`config.mk`:
```
export PLATFORM = sky130hd
export DESIGN_NAME = tee_slave
export DESIGN_NICKNAME = d
export VERILOG_FILES = /design/src/tee_pkg.sv /design/src/tee_slave.sv
export SDC_FILE = /design/constraint.sdc
export NUM_CORES = 1
export LEC_CHECK = 0
export BUFFER_PORTS_ARGS = -buffer_cell sky130_fd_sc_hd__buf_2
export CAP_MARGIN = 10
export CORE_MARGIN = 2
export CORE_UTILIZATION = 28
export DETAILED_ROUTE_END_ITERATION = 7
export GPL_ROUTABILITY_DRIVEN = 0
export RECOVER_POWER = 25
export SETUP_SLACK_MARGIN = 0.05
export SLEW_MARGIN = 5
export SYNTH_ARGS = -nofsm -noshare
export SYNTH_HDL_FRONTEND = slang
export SYNTH_SLANG_ARGS = --single-unit
```
`constraint.sdc`:
```
create_clock -name pclk -period 4.98 [get_ports pclk]
set_input_delay 0.996 -clock pclk [delete_from_list [all_inputs] [get_ports pclk]]
set_output_delay 0.996 -clock pclk [all_outputs]
set_load 0.005 [all_outputs]
```
`src/tee_pkg.sv`:
```
`default_nettype none
package tee_pkg;
   // timing of the self-timed write cycle
   localparam int unsigned CLK_KHZ          = 125000;
   localparam int unsigned T_WRITE_US       = 5000;
   localparam int unsigned WRITE_CYCLES_DEF = T_WRITE_US * CLK_KHZ / 1000;
   localparam int          CNT_W            = 20;
   localparam logic [CNT_W-1:0] CNT_ONE     = 20'h00001;

   // slave address byte
   localparam logic [3:0] TYPE_ARRAY = 4'hA;
   localparam logic [3:0] TYPE_ID    = 4'hB;
   localparam logic       DIR_READ   = 1'b1;

   // page and address layout
   localparam int         PAGE_BYTES = 64;
   localparam int         OFF_W      = 6;
   localparam int         PAGE_W     = 9;
   localparam int         HI_A10_BIT = 2;
   localparam logic [3:0] BITS_BYTE  = 4'h8;

   // byte position inside a transfer
   localparam logic [1:0] BYTE_DEV  = 2'h0;
   localparam logic [1:0] BYTE_HI   = 2'h1;
   localparam logic [1:0] BYTE_LO   = 2'h2;
   localparam logic [1:0] BYTE_DATA = 2'h3;

   // synchroniser lanes
   localparam int         IN_W     = 7;
   localparam int         IN_SCL   = 0;
   localparam int         IN_SDA   = 1;
   localparam int         IN_WP    = 2;
   localparam int         IN_LOCK  = 3;
   localparam int         IN_STRAP = 4;
   localparam logic [6:0] IN_RST   = 7'h03;

   // apb register map
   localparam int          PADDR_W      = 12;
   localparam logic [11:0] REG_CTRL     = 12'h000;
   localparam logic [11:0] REG_STATUS   = 12'h004;
   localparam logic [11:0] REG_VALID_LO = 12'h008;
   localparam logic [11:0] REG_VALID_HI = 12'h00C;
   localparam logic [3:0]  BUF_SEL      = 4'h1;

   // status fields
   localparam int ST_BUSY    = 0;
   localparam int ST_STANDBY = 1;
   localparam int ST_LOCKED  = 2;
   localparam int ST_WP      = 3;
   localparam int ST_PENDING = 4;
   localparam int ST_PAGE_LO = 16;

   typedef enum logic [1:0] {
      TEE_IDLE = 2'b00,
      TEE_RX   = 2'b01,
      TEE_ACK  = 2'b10
   } tee_state_e;
endpackage : tee_pkg
`default_nettype wire

```
`src/tee_slave.sv`:
```
// Chosen here: the address map and the APB slave port.
`timescale 1ns/10ps
`default_nettype none
// How it works
// - start is sda falling while scl high
// - stop is sda rising while scl high
// - sda changes during scl high are framing
// - receiver acks by pulling sda low
// - start resets the bus machine anywhere
// - standby when idle and not programming
// - upper nibble must be a device type
// - next three bits match strap pins
// - last address bit selects read or write
// - matching address acked on ninth clock
// - byte write programs at following stop
// - no acknowledge while programming runs
// - each page data byte acked at once
// - only low six address bits increment
// - page overflow wraps and overwrites
// - whole page programmed in one cycle
// - address polling unacked while busy
// - write protect high blocks array writes
// - type 1011 selects identification page
// - id page needs bit ten zero, offset low six
// - locked id page data bytes not acked
module tee_slave #(
   parameter int unsigned WRITE_CYCLES = tee_pkg::WRITE_CYCLES_DEF
) (
   input  wire logic                        pclk,
   input  wire logic                        presetn,
   input  wire logic                        psel,
   input  wire logic                        penable,
   input  wire logic                        pwrite,
   input  wire logic [tee_pkg::PADDR_W-1:0] paddr,
   input  wire logic [31:0]                 pwdata,
   output logic      [31:0]                 prdata,
   output logic                             pready,
   output logic                             pslverr,
   input  wire logic                        scl_in,
   input  wire logic                        sda_in,
   output logic                             sda_out,
   output logic                             sda_oe_n,
   input  wire logic                        write_protect_in,
   input  wire logic                        chip_select_strap_bit0,
   input  wire logic                        chip_select_strap_bit1,
   input  wire logic                        chip_select_strap_bit2,
   input  wire logic                        id_page_locked_in,
   output logic                             prog_start,
   output logic                             prog_id,
   output logic      [tee_pkg::PAGE_W-1:0]  prog_page,
   output logic                             standby
);
   import tee_pkg::*;

   typedef struct packed {
      logic [IN_W-1:0]                   s1;
      logic [IN_W-1:0]                   s2;
      logic [IN_W-1:0]                   s3;
      logic [IN_W-1:0]                   flt;
      logic [IN_W-1:0]                   prev;
      tee_state_e                        state;
      logic [3:0]                        bit_cnt;
      logic [7:0]                        shift;
      logic [1:0]                        byte_no;
      logic                              is_id;
      logic                              is_write;
      logic                              store_ok;
      logic [PAGE_W-1:0]                 page;
      logic [OFF_W-1:0]                  off;
      logic                              pending;
      logic                              busy;
      logic [CNT_W-1:0]                  busy_cnt;
      logic [CNT_W-1:0]                  wr_cycles;
      logic [PAGE_BYTES-1:0]             valid;
      logic [PAGE_BYTES-1:0][7:0]        page_buf;
      logic [31:0]                       prdata;
      logic                              pready;
      logic                              pslverr;
      logic                              sda_oe_n;
      logic                              prog_start;
      logic                              prog_id;
      logic [PAGE_W-1:0]                 prog_page;
      logic                              standby;
   } tee_regs_s;

   localparam logic [CNT_W-1:0] WR_MAX = CNT_W'(WRITE_CYCLES);

   tee_regs_s r;
   tee_regs_s n;

   logic [IN_W-1:0] pins;
   logic [IN_W-1:0] agree;
   logic            scl;
   logic            sda;
   logic            scl_rise;
   logic            scl_fall;
   logic            start_c;
   logic            stop_c;
   logic [2:0]      strap;
   logic [3:0]      dev_type;
   logic            addr_match;
   logic            apb_setup;
   logic            apb_done;

   // read mux for the apb side; unmapped addresses flag an error
   function automatic logic [32:0] tee_read(input logic [PADDR_W-1:0] a,
                                            input tee_regs_s           s);
      logic [32:0] res;
      res = 33'h0_0000_0000;
      if (a[1:0] != 2'h0) begin
         res[32] = 1'b1;
      end else if (a[11:8] == BUF_SEL) begin
         res[7:0] = s.page_buf[a[7:2]];
      end else begin
         unique case (a)
            REG_CTRL: begin
               res[CNT_W-1:0] = s.wr_cycles;
            end
            REG_STATUS: begin
               res[ST_BUSY]    = s.busy;
               res[ST_STANDBY] = s.standby;
               res[ST_LOCKED]  = s.flt[IN_LOCK];
               res[ST_WP]      = s.flt[IN_WP];
               res[ST_PENDING] = s.pending;
               res[ST_PAGE_LO +: PAGE_W] = s.page;
            end
            REG_VALID_LO: begin
               res[31:0] = s.valid[31:0];
            end
            REG_VALID_HI: begin
               res[31:0] = s.valid[63:32];
            end
            default: begin
               res[32] = 1'b1;
            end
         endcase
      end
      return res;
   endfunction : tee_read

   assign pins = {chip_select_strap_bit2, chip_select_strap_bit1, chip_select_strap_bit0,
                  id_page_locked_in, write_protect_in, sda_in, scl_in};
   // a lane only moves once the second and third stages agree
   assign agree = ~(r.s2 ^ r.s3);

   assign scl      = r.flt[IN_SCL];
   assign sda      = r.flt[IN_SDA];
   assign scl_rise = scl & ~r.prev[IN_SCL];
   assign scl_fall = ~scl & r.prev[IN_SCL];
   // sda edges with scl held high are framing, never data
   assign start_c  = scl & r.prev[IN_SCL] & ~sda & r.prev[IN_SDA];
   assign stop_c   = scl & r.prev[IN_SCL] & sda & ~r.prev[IN_SDA];

   assign strap      = r.flt[IN_STRAP +: 3];
   assign dev_type   = r.shift[7:4];
   assign addr_match = ((dev_type == TYPE_ARRAY) || (dev_type == TYPE_ID))
                       && (r.shift[3:1] == strap);

   assign apb_setup = psel & penable & ~r.pready;
   assign apb_done  = psel & penable & r.pready;

   always_comb begin
      n = r;
      n.s1   = pins;
      n.s2   = r.s1;
      n.s3   = r.s2;
      n.flt  = (r.s3 & agree) | (r.flt & ~agree);
      n.prev = r.flt;
      n.prog_start = 1'b0;

      // self-timed programming interval
      if (r.busy) begin
         if (r.busy_cnt <= CNT_ONE) begin
            n.busy     = 1'b0;
            n.busy_cnt = '0;
         end else begin
            n.busy_cnt = r.busy_cnt - CNT_ONE;
         end
      end

      if (start_c) begin
         // restart from the address byte, whatever was in flight
         n.state    = TEE_RX;
         n.bit_cnt  = '0;
         n.byte_no  = BYTE_DEV;
         n.sda_oe_n = 1'b1;
      end else if (stop_c) begin
         n.state    = TEE_IDLE;
         n.sda_oe_n = 1'b1;
         if (r.is_write && r.pending && !r.busy) begin
            n.busy       = 1'b1;
            n.busy_cnt   = r.wr_cycles;
            n.pending    = 1'b0;
            n.prog_start = 1'b1;
            n.prog_id    = r.is_id;
            n.prog_page  = r.is_id ? '0 : r.page;
         end
      end else begin
         unique case (r.state)
            TEE_IDLE: begin
               // nothing on the bus matters until a start
               n.sda_oe_n = 1'b1;
            end
            TEE_RX: begin
               if (scl_rise && (r.bit_cnt < BITS_BYTE)) begin
                  n.shift   = {r.shift[6:0], sda};
                  n.bit_cnt = r.bit_cnt + 4'h1;
               end else if (scl_fall && (r.bit_cnt == BITS_BYTE)) begin
                  n.state = TEE_ACK;
                  unique case (r.byte_no)
                     BYTE_DEV: begin
                        n.is_id    = (dev_type == TYPE_ID);
                        n.is_write = (r.shift[0] != DIR_READ);
                        if (addr_match && !r.busy) begin
                           n.sda_oe_n = 1'b0;
                           if (r.shift[0] != DIR_READ) begin
                              n.valid   = '0;
                              n.pending = 1'b0;
                           end
                        end else begin
                           n.state = TEE_IDLE;
                        end
                        n.byte_no = BYTE_HI;
                     end
                     BYTE_HI: begin
                        n.page[PAGE_W-1:2] = r.shift[6:0];
                        n.store_ok = r.is_id ? ~r.shift[HI_A10_BIT]
                                             : ~r.flt[IN_WP];
                        n.sda_oe_n = 1'b0;
                        n.byte_no  = BYTE_LO;
                     end
                     BYTE_LO: begin
                        n.page[1:0] = r.shift[7:6];
                        n.off       = r.shift[OFF_W-1:0];
                        n.sda_oe_n  = 1'b0;
                        n.byte_no   = BYTE_DATA;
                     end
                     BYTE_DATA: begin
                        if (r.is_id && r.flt[IN_LOCK]) begin
                           n.state = TEE_IDLE;
                        end else begin
                           n.sda_oe_n = 1'b0;
                           if (r.store_ok && !(!r.is_id && r.flt[IN_WP])) begin
                              // later bytes for the same offset replace earlier ones
                              n.page_buf[r.off] = r.shift;
                              n.valid[r.off]    = 1'b1;
                              n.pending         = 1'b1;
                           end
                           n.off = r.off + 6'h01;
                        end
                     end
                  endcase
               end
            end
            TEE_ACK: begin
               // hold sda low through the ninth pulse, release on its fall
               if (scl_fall) begin
                  n.sda_oe_n = 1'b1;
                  n.bit_cnt  = '0;
                  n.state    = r.is_write ? TEE_RX : TEE_IDLE;
               end
            end
            default: begin
               n.state = TEE_IDLE;
            end
         endcase
      end

      n.standby = (n.state == TEE_IDLE) && !n.busy;

      // apb slave: one wait cycle, then pready
      n.pready = apb_setup;
      if (apb_setup) begin
         {n.pslverr, n.prdata} = tee_read(paddr, r);
      end else begin
         n.pslverr = 1'b0;
         n.prdata  = '0;
      end
      if (apb_done && pwrite && (paddr == REG_CTRL)) begin
         // clamp so the busy time never exceeds the nominal maximum
         if (pwdata[CNT_W-1:0] > WR_MAX) begin
            n.wr_cycles = WR_MAX;
         end else if (pwdata[CNT_W-1:0] == '0) begin
            n.wr_cycles = CNT_ONE;
         end else begin
            n.wr_cycles = pwdata[CNT_W-1:0];
         end
      end
   end

   always_ff @(posedge pclk or negedge presetn) begin
      if (!presetn) begin
         r           <= '0;
         r.s1        <= IN_RST;
         r.s2        <= IN_RST;
         r.s3        <= IN_RST;
         r.flt       <= IN_RST;
         r.prev      <= IN_RST;
         r.state     <= TEE_IDLE;
         r.sda_oe_n  <= 1'b1;
         r.standby   <= 1'b1;
         r.wr_cycles <= WR_MAX;
      end else begin
         r <= n;
      end
   end

   assign prdata     = r.prdata;
   assign pready     = r.pready;
   assign pslverr    = r.pslverr;
   // open drain: only ever pulls low
   assign sda_out    = 1'b0;
   assign sda_oe_n   = r.sda_oe_n;
   assign prog_start = r.prog_start;
   assign prog_id    = r.prog_id;
   assign prog_page  = r.prog_page;
   assign standby    = r.standby;
endmodule : tee_slave
`default_nettype wire

```
### Word-level counts from Yosys, hierarchy flattened

Index checks and enable logic that the tools add are counted.

| storage, ports and cells | value |
|---|---|
| register bits after elaboration | 729 |
| latch bits | 0 |
| RAM bits | 0 |
| ROM bits | 0 |
| input bits | 56 |
| output and inout port bits | 48 |
| logic and storage cells | 284 |
| memories | 0 |

| cells by class | value |
|---|---|
| add/sub/neg operators | 3 |
| multiply operators | 0 |
| div/mod/pow operators | 0 |
| order comparisons | 6 |
| equal/unequal tests | 32 |
| shifts and indexed selects | 0 |
| mux-type cells | 74 |
| bitwise logic cells | 29 |
| reduce and logical (&&, ||, !) cells | 48 |

Operators by type and width:

| kind | count |
|---|---|
| $mux W576 | 2 |
| $bwmux W512 | 1 |
| $mux W64 | 2 |
| $pmux W64 S2 | 1 |
| $mux W21 | 5 |
| $mux W32 | 3 |
| $or A64 B64 Y64 | 1 |
| $mux W20 | 3 |
| $bmux W8 S6 | 1 |
| $demux W8 S6 | 1 |
| $mux W11 | 3 |
| $pmux W11 S3 | 1 |
| $mux W8 | 4 |
| $mux W29 | 1 |
| $mux W25 | 1 |
| $eq A12 B4 Y1 const B | 2 |
| $reduce_and A6 Y1 | 4 |
| $mux W22 | 1 |
| $gt A20 B20 Y1 const B | 1 |
| $le A20 B1 Y1 const B | 1 |
| $logic_not A20 Y1 | 1 |
| $pmux W5 S4 | 1 |
| $reduce_and A10 Y1 | 2 |
| $sub A20 B1 Y20 const B | 1 |
| 54 further kinds | 148 |

### Logic depth before layout (Yosys ltp)

| depth | value |
|---|---|
| depth in word-level cells | 14 |
| mapped depth | 11 |
| gate-level depth less buffers | 8 |

### Worst setup path after synthesis

Ideal clock, no wire load.

| path | value |
|---|---|
| kind | input port to flip-flop |
| from | input port paddr[2] in the netlist's numbering |
| to | register r (netlist bit prdata[4]) |
| library setup time | 0.139 ns |
| arrival time | 2.835 ns |
| required time | 4.841 ns |
| setup slack | 2.006 ns |
| stages on the path | 9 |
| buffers on the path | 4 |
| path through | buf_4 -> buf_6 -> buf_6 -> buf_4 -> mux4_2 -> mux2i_1 -> o22ai_1 -> o311ai_0 -> o21ai_0 |

RTL lines:

| what | line | text |
|---|---|---|
| start, declared | tee_slave.sv:34 | `input wire logic [tee_pkg::PADDR_W-1:0] paddr,` |
| end signal, assigned | tee_slave.sv:304 | `r <= n;` |
| end, declared | tee_slave.sv:88 | `tee_regs_s r;` |

==> out/qor.txt <==
TIMING
-------------------------------------------------------------------------------------
Worst slew pin tran                                                           2970 ps
Setup repair after global routing missed its margin                                no
Timing-limited maximum frequency                                            0.272 GHz
Final Slew Violations                                                              97
Final critical delay including setup and external delays                      3680 ps
Final number of hold-violating endpoints                                            0
Fraction of the cycle the final worst path needs                                73.9%
Total setup violations reported at the end of the flow                              0
Summed negative setup slack over all endpoints                                   0 ps
Worst slew margin relative to its limit                                        -97.7%
Clock skew after layout                                                       30.3 ps

SYNTH
-------------------------------------------------------------------------------------
Distinct cells, synth                                                              82
Synth async-reset ratio                                                          100%
Sequential area share after synthesis                                           54.4%
Number of storage elements in the synthesis netlist                               729
Netlist area before placement                                               33600 µm²
Warnings, synthesis                                                                 0
Synthesized Nets                                                                 2565
Main synth FF type                                                       sky130_fd_sc_hd__dfrtp_1
Cells after Synth                                                                2499
Synthesized area per cell                                                    13.4 µm²
Number of enable flip-flop cells after synthesis                                    0

GLOBAL ROUTING
-------------------------------------------------------------------------------------
Antenna violations before repair                                                    4
Total Routing Usage GR                                                          14.2%
Number of global-route vias before repair                                       20.8k
Maximum number of pins on one net before global-route repair                      103
GR Overflow Total                                                                   0
Global-route wire length before repair                                      133000 µm

DRT
-------------------------------------------------------------------------------------
Number of optimization iterations in the first detailed-route pass                  5
Met3 routed WL                                                                5050 µm
Routed length on met1                                                        39700 µm
Uppermost metal layer occupied by signal nets                                    met5
DR DRC count                                                                        0
Via density per instance                                                         4.91
Vias after detailed routing                                                     20.6k
Length of routed met2 wiring                                                 39900 µm
DRT iter0 DRCs                                                                   1657
Total detailed-routing wirelength                                            87000 µm
DR WL/cell                                                                    20.7 µm
DRT antenna net count                                                               0

POWER
-------------------------------------------------------------------------------------
Leak Pwr                                                                      17.7 nW
Internal Dissipation                                                        0.00990 W
Switching Power                                                             0.00349 W
Part of the total power dissipated in the clock network                         45.7%
Total power divided by cell area                                           350 nW/µm²
Share of power burned in registers                                              45.1%
VDD IR max                                                                   0.282 mV
Share of total power consumed by net switching                                  26.1%
Power Total                                                                  0.0134 W
Combinational share of power                                                     9.2%

DIE
-------------------------------------------------------------------------------------
Horizontal extent of the die                                                   350 µm
Core area                                                                  119000 µm²
Site Rows                                                                         127
DIE AREA                                                                   123000 µm²
Effective utilization at floorplan                                              28.1%
Count of pins on the block boundary                                               104
Die height                                                                     350 µm

JOB
-------------------------------------------------------------------------------------
Max-cap violations                                                                  1

OUTCOME
-------------------------------------------------------------------------------------
Violated checks                                                          capacitance limit, slew limit
Outcome                                                                  complete, but fails checks

LAYOUT
-------------------------------------------------------------------------------------
Fraction of layout cells with a size suffix above 1                             39.9%
Fillers                                                                         11.9k
Final Instance Count excl. Fillers                                               4208
Post-Layout Inst Area                                                       38300 µm²
Post-layout net count                                                            2595
Final design utilization                                                        32.0%
Most frequent cells in the layout                                        sky130_fd_sc_hd__dfrtp_1, sky130_fd_sc_hd__mux2_2, sky130_fd_sc_hd__nor2_1
Most frequent standard cell in the layout excluding fill and tap cells   sky130_fd_sc_hd__dfrtp_1
Area growth from synthesis to final layout                                      13.9%

CLOCKING
-------------------------------------------------------------------------------------
Clock tree sinks                                                                  729
Worst-Skew Late Latency                                                        630 ps
Hold bufs inserted after CTS                                                        0
CTS tree                                                                          yes
Clock-pin slew on the worst setup and hold paths                                60 ps
Clock Tree Root                                                          sky130_fd_sc_hd__clkbuf_16
CTS max path bufs                                                                   3
Post-cts gate resize count                                                          0
Postcts setup bufs                                                                  0
Number of H-tree levels                                                             3
Inserted Clock Buffers                                                             82

CRITICAL PATH
-------------------------------------------------------------------------------------
Reg2Reg Depth                                                                       6
Required time at the endpoint of the critical path                            5480 ps
Element type at the critical path end                                            flop
Flop2flop setup slack                                                         1300 ps
Critical path type                                                       flop to flop
Launch point of the worst path                                                 r[698]
Nature of the critical path startpoint                                           flop
Arrival time of data at the critical path endpoint                            4180 ps
Maximum net fanout on the critical path                                             8
Startpoint of the worst-slack reg-to-reg timing path                           r[698]

PLACEMENT
-------------------------------------------------------------------------------------
Number of placed instances with taps included                                    4057
Number of port buffers                                                             90
Placed wire-length estimate                                                  55300 µm
Post-placement cell area                                                    35600 µm²

MIN PATH
-------------------------------------------------------------------------------------
Classification of the worst-slack hold path                              flop to flop
Launch point of the worst hold path                                            n[726]

logic make-up (layout without fill, tap and decap cells):
kind of cell	after synthesis	after routing	share of synthesized area (%)
adder cells (fa/ha/maj)	17	17	0.581
AND/OR/NAND/NOR	547	547	8.40
buffers and inverters	215	310	3.34
AO/OA/AOI/OAI	267	267	4.85
flip-flops	729	729	54.4
multiplexers	720	720	28.4
other	1	3	0.0112
XOR/XNOR	3	3	0.0782
Yosys cell counts, types with 12 or more instances:
cell type,number,area share [%]
sky130_fd_sc_hd__buf_2,22,0.33
sky130_fd_sc_hd__mux4_2,133,8.9
sky130_fd_sc_hd__nand3_1,29,0.43
sky130_fd_sc_hd__buf_4,55,1.2
sky130_fd_sc_hd__nor3_1,29,0.43
sky130_fd_sc_hd__a31oi_1,16,0.30
sky130_fd_sc_hd__nand2_1,152,1.7
sky130_fd_sc_hd__buf_1,14,0.16
sky130_fd_sc_hd__inv_1,12,0.13
sky130_fd_sc_hd__nor2_1,166,1.9
sky130_fd_sc_hd__a21oi_1,118,1.8
sky130_fd_sc_hd__mux2i_1,57,1.7
sky130_fd_sc_hd__o21ai_0,48,0.71
sky130_fd_sc_hd__nor2_2,62,1.2
sky130_fd_sc_hd__clkbuf_1,97,1.1
sky130_fd_sc_hd__nand3b_1,17,0.38
sky130_fd_sc_hd__dfrtp_1,709,53
sky130_fd_sc_hd__mux2_2,521,17
sky130_fd_sc_hd__dfstp_2,20,1.6
sky130_fd_sc_hd__a22o_1,12,0.31
metrics by stage:
stage                     hold slack (ps)  setup slack [ps]
after floorplan                       331              2010
after global placement                336              1010
after detailed placement              337               947
after CTS                             351              1280
after global routing                  354               731
final                                 347              1300
area by class of cell:
cell class | count | area, µm² | area share, %
Clock buffer | 123 | 2430 | 6.35
Clock inverter | 26 | 300 | 0.785
Timing Repair Buffer | 145 | 960 | 2.51
Sequential cell | 729 | 18300 | 47.8
Multi-Input combinational cell | 1555 | 14200 | 37.2
Inverter | 16 | 60.1 | 0.157
Tap cell | 1612 | 2020 | 5.27
Antenna cell | 2 | 5.00 | 0.0131
power by group through the flow:
stage,Clock [W],Combinational (W),Sequential (W)
6_report,0.00612,0.00123,0.00604
5_1_grt,0.00652,0.00134,0.00605
3_5_place_dp,0,0.00124,0.00615
3_3_place_gp,0,0.00123,0.00615
4_1_cts,0.00628,0.00124,0.00604
2_1_floorplan,0,0.000646,0.00615
how the worst min path moves through the flow:
stage	endpoint	slack, ps	cells after the start
final	n[719]	350	0
after global routing	n[718]	350	0
after CTS	n[719]	350	0
after detailed placement	n[719]	340	0
after global placement	n[716]	340	0
after floorplan	n[715]	330	0
layer usage:
layer	GRT usage (%)	vias to the layer above
li1	-	9114
met5	0	-
met1	19.5	10877
met3	3.18	138
met2	22.1	515
met4	4.40	4
critical path, stage by stage, from the launching register on:
cell	delay (ps)
sky130_fd_sc_hd__dfrtp_1	430
sky130_fd_sc_hd__nand2b_1	230
sky130_fd_sc_hd__nor4_2	580
sky130_fd_sc_hd__and2_1	550
sky130_fd_sc_hd__nand4b_1	650
sky130_fd_sc_hd__nor2_2	710
sky130_fd_sc_hd__mux2_2	410
Note: power is estimated with default switching activity, not from simulation.
